--- src/hw/pcfg_defs.svh ---
// Constants of the configuration header: offsets, fields, fixed values
`ifndef PCFG_DEFS_SVH
`define PCFG_DEFS_SVH
// ==========================================
// Register offsets (byte addresses)
`define PCFG_OFF_ID    8'h00
`define PCFG_OFF_CMD   8'h04
`define PCFG_OFF_CLASS 8'h08
`define PCFG_OFF_MISC  8'h0C
`define PCFG_OFF_IO    8'h10
`define PCFG_OFF_MEM   8'h14
`define PCFG_OFF_SUB   8'h2C
`define PCFG_OFF_ROM   8'h30
`define PCFG_OFF_CAP   8'h34
`define PCFG_OFF_INT   8'h3C
// ==========================================
// Command and status bit positions
`define PCFG_CMD_IO    0
`define PCFG_CMD_MEM   1
`define PCFG_CMD_BM    2
`define PCFG_CMD_PERR  6
`define PCFG_CMD_SERR  8
`define PCFG_STS_CAP   20
`define PCFG_STS_MDPE  24
`define PCFG_STS_STA   27
`define PCFG_STS_RTA   28
`define PCFG_STS_RMA   29
`define PCFG_STS_SSE   30
`define PCFG_STS_DPE   31
// ==========================================
// Fixed values and reset values
`define PCFG_DEVSEL_MED 2'h1
`define PCFG_CLASS      24'h020000
`define PCFG_HDR_SINGLE 8'h00
`define PCFG_HDR_MULTI  8'h80
`define PCFG_MAX_LAT    8'h28
`define PCFG_MIN_GNT    8'h14
`define PCFG_INT_PIN    8'h01
`define PCFG_CAP_PTR    8'h50
`define PCFG_RST_CMDEN  1'h1
`define PCFG_BAR_LSB    7
`define PCFG_ROM_LSB    18
`define PCFG_EE_SSVID   6'h00
`define PCFG_EE_SSID    6'h01
`endif

--- src/hw/pcfg_pkg.sv ---
// Types of the configuration header block
package pcfg_pkg;
    // ==========================================
    // Whole register state of the block
    typedef struct packed {
        logic [1:0]  strap_sync;
        logic        strap_done;
        logic        multifunc;
        logic        serr_en;
        logic        perr_en;
        logic        bm_en;
        logic        mem_en;
        logic        io_en;
        logic        dpe;
        logic        sse;
        logic        rma;
        logic        rta;
        logic        mdpe;
        logic [7:0]  lat_timer;
        logic [7:0]  lat_count;
        logic [7:0]  int_line;
        logic [24:0] io_base;
        logic [24:0] mem_base;
        logic [13:0] rom_base;
        logic        rom_en;
        logic [15:0] ssid;
        logic [15:0] ssvid;
        logic [31:0] rdata;
        logic        rvalid;
        logic        devsel_pipe;
        logic        devsel_n;
        logic        serr_n;
        logic        perr_n;
        logic        io_hit;
        logic        mem_hit;
        logic        rom_hit;
        logic        mst_stop;
    } pcfg_state_t;
endpackage

--- src/hw/pcfg_config_space.sv ---
// Type-0 configuration header with parity, abort and decode logic
`timescale 1ns/1ps
`include "pcfg_defs.svh"
// Overview of operation
// Parity error sets bit 31; one clears
// Check address, target IRDY&TRDY, master read phases
// SERR only with bits 8,6; sets 30
// Master abort sets bit 29, one clears
// Received target abort sets bit 28
// Never target-abort; bit 27 reads zero
// Medium timing 01; DEVSEL two clocks later
// Bit 24 only as master, response enabled
// Status bit 20 reads one
// Fast back-to-back bit 9 reads zero
// Bit 6 gates PERR and SERR reporting
// Master cycles only with bit 2, default one
// Memory and ROM cycles need bit 1
// I/O cycles need bit 0
// Class code 020000 in bits 31:8
// Header 00, or 80 with strap high
// Latency timer counts down from master FRAME
// I/O base compares 31:7, bit0 one
// Memory base compares 31:7, bit0 zero
// Subsystem IDs loaded from EEPROM words 0,1
// ROM bits 17:1 zero; needs enable bits
// Fixed 28, 14, 01; writable line
// Byte-lane writes; unmapped reads zero
// Host reaches registers via IDSEL config cycles
module pcfg_config_space #(
    parameter logic [15:0] DEVICE_ID = 16'hA5A5, // Arbitrary value
    parameter logic [15:0] VENDOR_ID = 16'h5A5A, // Arbitrary value
    parameter logic [7:0]  REVISION  = 8'h11     // Arbitrary value
) (
    input  wire logic        CLK,
    input  wire logic        RESET_N,
    input  wire logic        CFG_IDSEL,
    input  wire logic        CFG_RD,
    input  wire logic        CFG_WR,
    input  wire logic [7:0]  CFG_ADDR,
    input  wire logic [3:0]  CFG_BE_N,
    input  wire logic [31:0] CFG_WDATA,
    output logic      [31:0] CFG_RDATA,
    output logic             CFG_RVALID,
    input  wire logic        DEC_VALID,
    input  wire logic        DEC_IO,
    input  wire logic [31:0] DEC_ADDR,
    output logic             IO_HIT,
    output logic             MEM_HIT,
    output logic             ROM_HIT,
    input  wire logic        TGT_FRAME,
    output logic             DEVSEL_N,
    input  wire logic [31:0] CHK_AD,
    input  wire logic [3:0]  CHK_CBE_N,
    input  wire logic        CHK_PAR,
    input  wire logic        CHK_ADDR_PH,
    input  wire logic        CHK_TGT_PH,
    input  wire logic        IRDY_N,
    input  wire logic        TRDY_N,
    input  wire logic        CHK_MST_RD,
    input  wire logic        MST_ACTIVE,
    input  wire logic        MST_WR_PERR,
    input  wire logic        MST_ABORT,
    input  wire logic        MST_TGT_ABORT,
    input  wire logic        MST_FRAME_START,
    input  wire logic        GNT_N,
    output logic             MST_STOP,
    output logic             BM_EN,
    output logic             SERR_N,
    output logic             PERR_N,
    input  wire logic        EE_WR,
    input  wire logic [5:0]  EE_ADDR,
    input  wire logic [15:0] EE_DATA,
    input  wire logic        MF_STRAP
);

    pcfg_pkg::pcfg_state_t q;
    pcfg_pkg::pcfg_state_t next_q;

    // ==========================================
    // Helpers
    function automatic logic [31:0] lane_mask(input logic [3:0] be_n);
        lane_mask = {{8{~be_n[3]}}, {8{~be_n[2]}}, {8{~be_n[1]}}, {8{~be_n[0]}}};
    endfunction

    function automatic logic [31:0] merge(input logic [31:0] old, input logic [31:0] wd,
                                          input logic [31:0] m);
        merge = (old & ~m) | (wd & m);
    endfunction

    // ==========================================
    // Read view of each register
    function automatic logic [31:0] read_word(input pcfg_pkg::pcfg_state_t s,
                                              input logic [7:0] a);
        read_word = 32'h0000_0000;
        unique case ({a[7:2], 2'b00})
            `PCFG_OFF_ID:    read_word = {DEVICE_ID, VENDOR_ID};
            `PCFG_OFF_CMD:   read_word = {s.dpe, s.sse, s.rma, s.rta, 1'b0,
                                          `PCFG_DEVSEL_MED, s.mdpe, 3'h0, 1'b1,
                                          10'h000, 1'b0, s.serr_en, 1'b0,
                                          s.perr_en, 3'h0, s.bm_en, s.mem_en, s.io_en};
            `PCFG_OFF_CLASS: read_word = {`PCFG_CLASS, REVISION};
            `PCFG_OFF_MISC:  read_word = {8'h00, s.multifunc ? `PCFG_HDR_MULTI : `PCFG_HDR_SINGLE,
                                          s.lat_timer, 8'h00};
            `PCFG_OFF_IO:    read_word = {s.io_base, 6'h00, 1'b1};
            `PCFG_OFF_MEM:   read_word = {s.mem_base, 7'h00};
            `PCFG_OFF_SUB:   read_word = {s.ssid, s.ssvid};
            `PCFG_OFF_ROM:   read_word = {s.rom_base, 17'h00000, s.rom_en};
            `PCFG_OFF_CAP:   read_word = {24'h000000, `PCFG_CAP_PTR};
            `PCFG_OFF_INT:   read_word = {`PCFG_MAX_LAT, `PCFG_MIN_GNT, `PCFG_INT_PIN, s.int_line};
            default:         read_word = 32'h0000_0000;
        endcase
    endfunction

    // ==========================================
    // Parity check, even over AD, C/BE# and PAR
    logic par_bad;
    logic addr_perr;
    logic tgt_perr;
    logic mst_perr;

    assign par_bad   = ^{CHK_AD, CHK_CBE_N, CHK_PAR};
    assign addr_perr = CHK_ADDR_PH && par_bad;
    assign tgt_perr  = CHK_TGT_PH && !IRDY_N && !TRDY_N && par_bad;
    assign mst_perr  = CHK_MST_RD && par_bad;

    // ==========================================
    // Next state
    logic        wr;
    logic [31:0] m;
    logic [31:0] clr;
    logic        serr_fire;
    logic [31:0] io_w;
    logic [31:0] mem_w;
    logic [31:0] rom_w;

    always_comb begin
        next_q = q;
        wr = CFG_WR && CFG_IDSEL;
        m = lane_mask(CFG_BE_N);
        clr = (wr && {CFG_ADDR[7:2], 2'b00} == `PCFG_OFF_CMD) ? (CFG_WDATA & m) : 32'h0000_0000;
        serr_fire = addr_perr && q.serr_en && q.perr_en;
        io_w = merge({q.io_base, 7'h00}, CFG_WDATA, m);
        mem_w = merge({q.mem_base, 7'h00}, CFG_WDATA, m);
        rom_w = merge({q.rom_base, 18'h00000}, CFG_WDATA, m);

        // Strap is synchronised, then caught once after reset release
        next_q.strap_sync = {q.strap_sync[0], MF_STRAP};
        if (!q.strap_done) begin
            next_q.multifunc = q.strap_sync[1];
            next_q.strap_done = 1'b1;
        end

        // Register writes, byte lane by byte lane
        if (wr) begin
            unique case ({CFG_ADDR[7:2], 2'b00})
                `PCFG_OFF_CMD: begin
                    if (m[`PCFG_CMD_SERR]) next_q.serr_en = CFG_WDATA[`PCFG_CMD_SERR];
                    if (m[`PCFG_CMD_PERR]) next_q.perr_en = CFG_WDATA[`PCFG_CMD_PERR];
                    if (m[`PCFG_CMD_BM])   next_q.bm_en = CFG_WDATA[`PCFG_CMD_BM];
                    if (m[`PCFG_CMD_MEM])  next_q.mem_en = CFG_WDATA[`PCFG_CMD_MEM];
                    if (m[`PCFG_CMD_IO])   next_q.io_en = CFG_WDATA[`PCFG_CMD_IO];
                end
                `PCFG_OFF_MISC: if (m[8]) next_q.lat_timer = CFG_WDATA[15:8];
                `PCFG_OFF_IO:   next_q.io_base = io_w[31:7];
                `PCFG_OFF_MEM:  next_q.mem_base = mem_w[31:7];
                `PCFG_OFF_ROM: begin
                    next_q.rom_base = rom_w[31:18];
                    if (m[0]) next_q.rom_en = CFG_WDATA[0];
                end
                `PCFG_OFF_INT:  if (m[0]) next_q.int_line = CFG_WDATA[7:0];
                default: ;
            endcase
        end

        // Sticky status: a set in the clearing cycle wins
        next_q.dpe = (addr_perr || tgt_perr || mst_perr) || (q.dpe && !clr[`PCFG_STS_DPE]);
        next_q.sse = serr_fire || (q.sse && !clr[`PCFG_STS_SSE]);
        next_q.rma = MST_ABORT || (q.rma && !clr[`PCFG_STS_RMA]);
        next_q.rta = MST_TGT_ABORT || (q.rta && !clr[`PCFG_STS_RTA]);
        next_q.mdpe = (MST_ACTIVE && q.perr_en && (mst_perr || MST_WR_PERR))
                      || (q.mdpe && !clr[`PCFG_STS_MDPE]);

        // Error pins, one cycle low per event
        next_q.serr_n = !serr_fire;
        next_q.perr_n = !(q.perr_en && (tgt_perr || mst_perr));

        // Config read answer, full dword regardless of byte enables
        next_q.rvalid = CFG_RD && CFG_IDSEL;
        if (CFG_RD && CFG_IDSEL) next_q.rdata = read_word(q, CFG_ADDR);

        // Address decode of the two BARs and the ROM window
        next_q.io_hit = DEC_VALID && DEC_IO && q.io_en &&
                        DEC_ADDR[31:`PCFG_BAR_LSB] == q.io_base;
        next_q.mem_hit = DEC_VALID && !DEC_IO && q.mem_en &&
                         DEC_ADDR[31:`PCFG_BAR_LSB] == q.mem_base;
        next_q.rom_hit = DEC_VALID && !DEC_IO && q.mem_en && q.rom_en &&
                         DEC_ADDR[31:`PCFG_ROM_LSB] == q.rom_base;

        // Medium DEVSEL timing: a two-stage delay
        next_q.devsel_pipe = TGT_FRAME;
        next_q.devsel_n = !q.devsel_pipe;

        // Latency timer; a start without bus-master enable is ignored
        if (MST_FRAME_START && q.bm_en) begin
            next_q.lat_count = q.lat_timer;
        end else if (MST_ACTIVE && q.lat_count != 8'h00) begin
            next_q.lat_count = q.lat_count - 8'h01;
        end
        // Grant lost while count non-zero keeps the burst going
        next_q.mst_stop = MST_ACTIVE && !MST_FRAME_START && q.lat_count == 8'h00 && GNT_N;

        // EEPROM words 0 and 1 carry the subsystem identity
        if (EE_WR && EE_ADDR == `PCFG_EE_SSVID) next_q.ssvid = EE_DATA;
        if (EE_WR && EE_ADDR == `PCFG_EE_SSID)  next_q.ssid = EE_DATA;
    end

    // ==========================================
    // State register
    always_ff @(posedge CLK) begin
        if (!RESET_N) begin
            q <= '0;
            // Synchroniser keeps running so the strap is valid at release
            q.strap_sync <= {q.strap_sync[0], MF_STRAP};
            q.bm_en <= `PCFG_RST_CMDEN;
            q.mem_en <= `PCFG_RST_CMDEN;
            q.io_en <= `PCFG_RST_CMDEN;
            q.devsel_n <= 1'b1;
            q.serr_n <= 1'b1;
            q.perr_n <= 1'b1;
        end else begin
            q <= next_q;
        end
    end

    // ==========================================
    // Outputs, all straight from flops
    assign CFG_RDATA  = q.rdata;
    assign CFG_RVALID = q.rvalid;
    assign IO_HIT     = q.io_hit;
    assign MEM_HIT    = q.mem_hit;
    assign ROM_HIT    = q.rom_hit;
    assign DEVSEL_N   = q.devsel_n;
    assign MST_STOP   = q.mst_stop;
    assign BM_EN      = q.bm_en;
    assign SERR_N     = q.serr_n;
    assign PERR_N     = q.perr_n;
endmodule // pcfg_config_space

--- config.mk ---
export PLATFORM = sky130hd
export DESIGN_NAME = pcfg_config_space
export DESIGN_NICKNAME = d
export VERILOG_FILES = /design/src/hw/pcfg_pkg.sv /design/src/hw/pcfg_config_space.sv
export VERILOG_INCLUDE_DIRS = /design/src /design/src/hw
export SDC_FILE = /design/constraint.sdc
export NUM_CORES = 1
export LEC_CHECK = 0
export ABC_AREA = 1
export BUFFER_PORTS_ARGS = -buffer_cell sky130_fd_sc_hd__buf_2
export CORE_ASPECT_RATIO = 1.2
export CORE_UTILIZATION = 55
export CTS_CLUSTER_DIAMETER = 80
export DETAILED_ROUTE_END_ITERATION = 7
export PLACE_DENSITY = 0.81
export SETUP_SLACK_MARGIN = 0.15
export SYNTH_ARGS = -nofsm -noshare
export SYNTH_HDL_FRONTEND = slang
export SYNTH_SLANG_ARGS = --single-unit
--- constraint.sdc ---
create_clock -name CLK -period 2.3 [get_ports CLK]
set_clock_uncertainty 0.1 [all_clocks]
set_input_delay 0.345 -clock CLK [delete_from_list [all_inputs] [get_ports CLK]]
set_output_delay 0.345 -clock CLK [all_outputs]
set_load 0.1 [all_outputs]
==> results_dict.tcl <==
set metrics [dict create \
    status "complete, no violations" \
    synth-simple-area-share 0.230 \
    slew_viol_final 0 \
    initial_utilization 0.569 \
    reg2reg_setup_slack_ns 0.45 \
    synth_area_leaders "dfxtp_1, nand2_1, a21oi_1, inv_1, o21ai_0" \
    cpPeakStageDelay_ns 0.38 \
    cp_data_required_time_ns 2.55 \
    worstPathCellList "inv_1 -> ha_1 -> nand4_1 -> nand2_1 -> nor2_1 -> nand2_1 -> a31oi_1" \
    period_needed_ns 1.85 \
    first_global_vias 8979 \
    seqPwrFrac 0.453 \
    die_span_in_y_um 142 \
    finalCoreUtilization 0.668 \
    detail_route.wirelength_mm 29.0 \
    min_period_over_period 0.802 \
    drt-initial-drc-count 850 \
    netSwitchingFraction 0.269 \
    final_net_count 1609 \
    total_switching_power_mw 1.85 \
    antenna_found_initial 0 \
    timing.critical_path.from "q[146]$_SDFFE_PN0P_" \
    start_kind "flop" \
    layout-drive-gt1-share 0.180 \
    async_reset_ff_frac 0 \
    final_hold_fails 0 \
    synth.distinct_cells 45 \
    synth-main-ff-cell "dfxtp_1" \
    post_synth_instance_area_mm2 0.00897 \
    rsz_0062_raised_after_global_routing "no" \
    clock_path_buffers 2 \
    timing.reg2reg.worst_path_depth 7 \
    wl_met2_mm 13.8 \
    multiplexer_fraction_of_the_synthesized_cell_area 0 \
    wirelength_met1_mm 10.8 \
    setup_tns_ns 0 \
    crit_arrival_ns 2.10 \
    sequential_cell_area_mm2 0.00352 \
    critical-path-top-delay-family "simple AND/OR/NAND/NOR gates" \
    core_ar_mm2 0.0158 \
    routed-via-count 9508 \
    length_of_routed_met3_wiring_mm 2.45 \
    post_route_drc 0 \
    endpoint_type_of_the_worst_setup_path "flop" \
    antenna_cells_inserted 0 \
    fmax_mhz 542 \
    layout-area-overhead-vs-synth_pct 17.4 \
    detailed_place_hpwl_mm 22.3 \
    tritoncts "yes" \
    area_fraction_in_compound_gates_after_synthesis 0.226 \
    num_io_pins 197 \
    fp.dieW_um 119 \
    yosys_register_bits 176 \
    synth-seq-area-share 0.393 \
    multi_input_comb_area_mm2 0.00441 \
    die-area_mm2 0.0168 \
    synth_fp_nets 1459 \
    max_slew.worst_pin.slew_ns 0.484 \
    setup_viol_count_final 0 \
    slowest_stage "nor2_1" \
    clockRootBuffer "clkbuf_16" \
    synthAdderAreaFrac 0.00279 \
    synth-warning-count 0 \
    timing.max_slew.rel_slack 0.669 \
    synth_top_family_by_area "simple AND/OR/NAND/NOR gates" \
    worst-path-stages 7 \
    vdd.ir_drop.worst_mv 0.544 \
    timing_worst_setup_path_type "flop to flop" \
    firstDrtPassIters 6 \
    crit_fanout 7 \
    worst_path_most_repeated_cell "nand2_1" \
    drt.antenna.violating_nets 0 \
    grt_overflow 0 \
    grt_max_degree 114 \
    cts_inserted_buffers 17 \
    yosysTopAreaCell "dfxtp_1" \
    cts_num_sinks 176 \
    place.port_buffers 187 \
    top_layer_used "met4" \
    worstReg2RegEnd "q[147]$_SDFFE_PN0P_" \
    post_syn_area_per_cell_um2 6.89 \
    globalplace.congestion 0.974 \
    clk_pin_slew_ns 0.07 \
    insertion_delay_ns 0.44 \
    worst_hold_path_type "primary input to flop" \
    avgRoutedWirePerCell_um 17.3 \
    yosys.area.top_type_share 0.393 \
    synth-edff-count 0 \
    power.static_leakage_nw 4.67 \
    comb_power_share 0.123 \
    clock_power_share 0.424 \
    final.fill_count 1451 \
    cts_setup_buffers 0 \
    core.rowCount 50 \
    first_pass_grt_wire_length_mm 44.9 \
    synth_cells 1301 \
    max_cap_violations 0 \
    critPathBufInv 1 \
    worstReg2RegStart "q[146]$_SDFFE_PN0P_" \
    vias_per_cell 5.69 \
    internal-power_mw 5.01 \
    cellPowerDensity_mw_per_mm2 651 \
    post_synth_xor_area_fraction 0.0322 \
    h-tree-depth 4 \
    critPathCapture "q[147]$_SDFFE_PN0P_" \
    gr-usage-all-layers 0.347 \
]
worst reg2reg max path, delay by kind of cell (launching register included):
family,cells,cell delay [ns]
buf+inv,1,0.11
fa+ha+maj,1,0.23
flops,1,0.35
compound gates,1,0.22
simple gates,4,0.77
per-stage QoR:
stage                     std cells  instance area [um^2]  setup slack, ns  total power [mW]  hold slack (ns)
after floorplan                1301                  8970            0.305              3.68            0.210
after global placement         1639                  9940            0.186              3.99            0.212
after detailed placement       1639                  9940            0.189              4.00            0.219
after CTS                      1672                 10500            0.500              6.86         0.000375
after global routing           1672                 10500            0.349              7.08           0.0122
final                          1672                 10500            0.455              6.86          0.00733
synthesized netlist by cell type (4+ instances only):
library cell,count
o21ai_1,18
nor4_1,4
o2111ai_1,11
xnor2_1,22
a2111oi_0,4
a221oi_1,11
a22oi_1,19
nor2_2,6
nand4_1,11
inv_1,148
clkbuf_1,31
nand2_1,351
buf_4,32
xor2_1,11
o22ai_1,22
nor3_1,7
inv_2,6
nor2_1,59
buf_2,13
a21oi_1,147
a31oi_1,6
nand3_1,46
o21ai_0,106
o221ai_1,8
dfxtp_1,176
power groups by stage:
stage	clock [mW]	sequential (mW)	combinational, mW
final	2.91	3.11	0.841
after global routing	3.03	3.11	0.934
after CTS	2.92	3.11	0.832
after detailed placement	0	3.18	0.824
after global placement	0	3.18	0.809
after floorplan	0	3.19	0.490
repair_timing:
action                     in CTS  in global routing
hold endpoints to repair        1                  0
setup endpoints to repair       0                  0
hold buffers                    1                  0
resized for setup               0                  0
kinds of logic (layout without fill, tap and decap cells):
group,Yosys count,after routing
buffers and inverters,235,398
AOI/OAI and AO/OA,359,359
DFF,176,176
xor gates and xnor gates,33,33
and+or+nand+nor,496,496
adders and majority gates,2,2
layer usage:
layer / vias up / GRT usage
met5: - / 0
li1: 4600 / -
met2: 498 / 0.593
met3: 122 / 0.0736
met4: 0 / 0.250
met1: 4288 / 0.382
placed cells by master (no fill, tap or decap), types with 17 or more instances in the layout:
master,synthesis,final
inv_1,148,148
xnor2_1,22,22
a22oi_1,19,19
o21ai_1,18,18
buf_2,13,187
nor2_1,59,59
dfxtp_1,176,176
o21ai_0,106,106
nand2_1,351,351
o22ai_1,22,22
buf_4,32,20
clkbuf_16,0,17
a21oi_1,147,147
nand3_1,46,46
area by class of cell:
type                    instances  area share
multi-input cells             890       0.419
flip-flops and latches        176       0.335
repair buffers                212       0.112
inverters                     154      0.0549
clock buffers                  19      0.0411
well taps                     208      0.0247
clock inverters                13      0.0144
how the worst min path moves through the flow:
stage                              from                end  slack (ns)  cells after the start
floorplan           next_q[175]$_DFF_P_     q[175]$_DFF_P_        0.21                      0
global placement    next_q[175]$_DFF_P_     q[175]$_DFF_P_        0.21                      0
detailed placement  next_q[175]$_DFF_P_     q[175]$_DFF_P_        0.22                      0
CTS                           MST_ABORT  q[164]$_SDFF_PN0_      0.0004                      3
global route                  TGT_FRAME    q[7]$_SDFF_PN0_        0.01                      3
finish                        MST_ABORT  q[164]$_SDFF_PN0_       0.007                      3
Note: power is estimated with default switching activity, not from simulation.
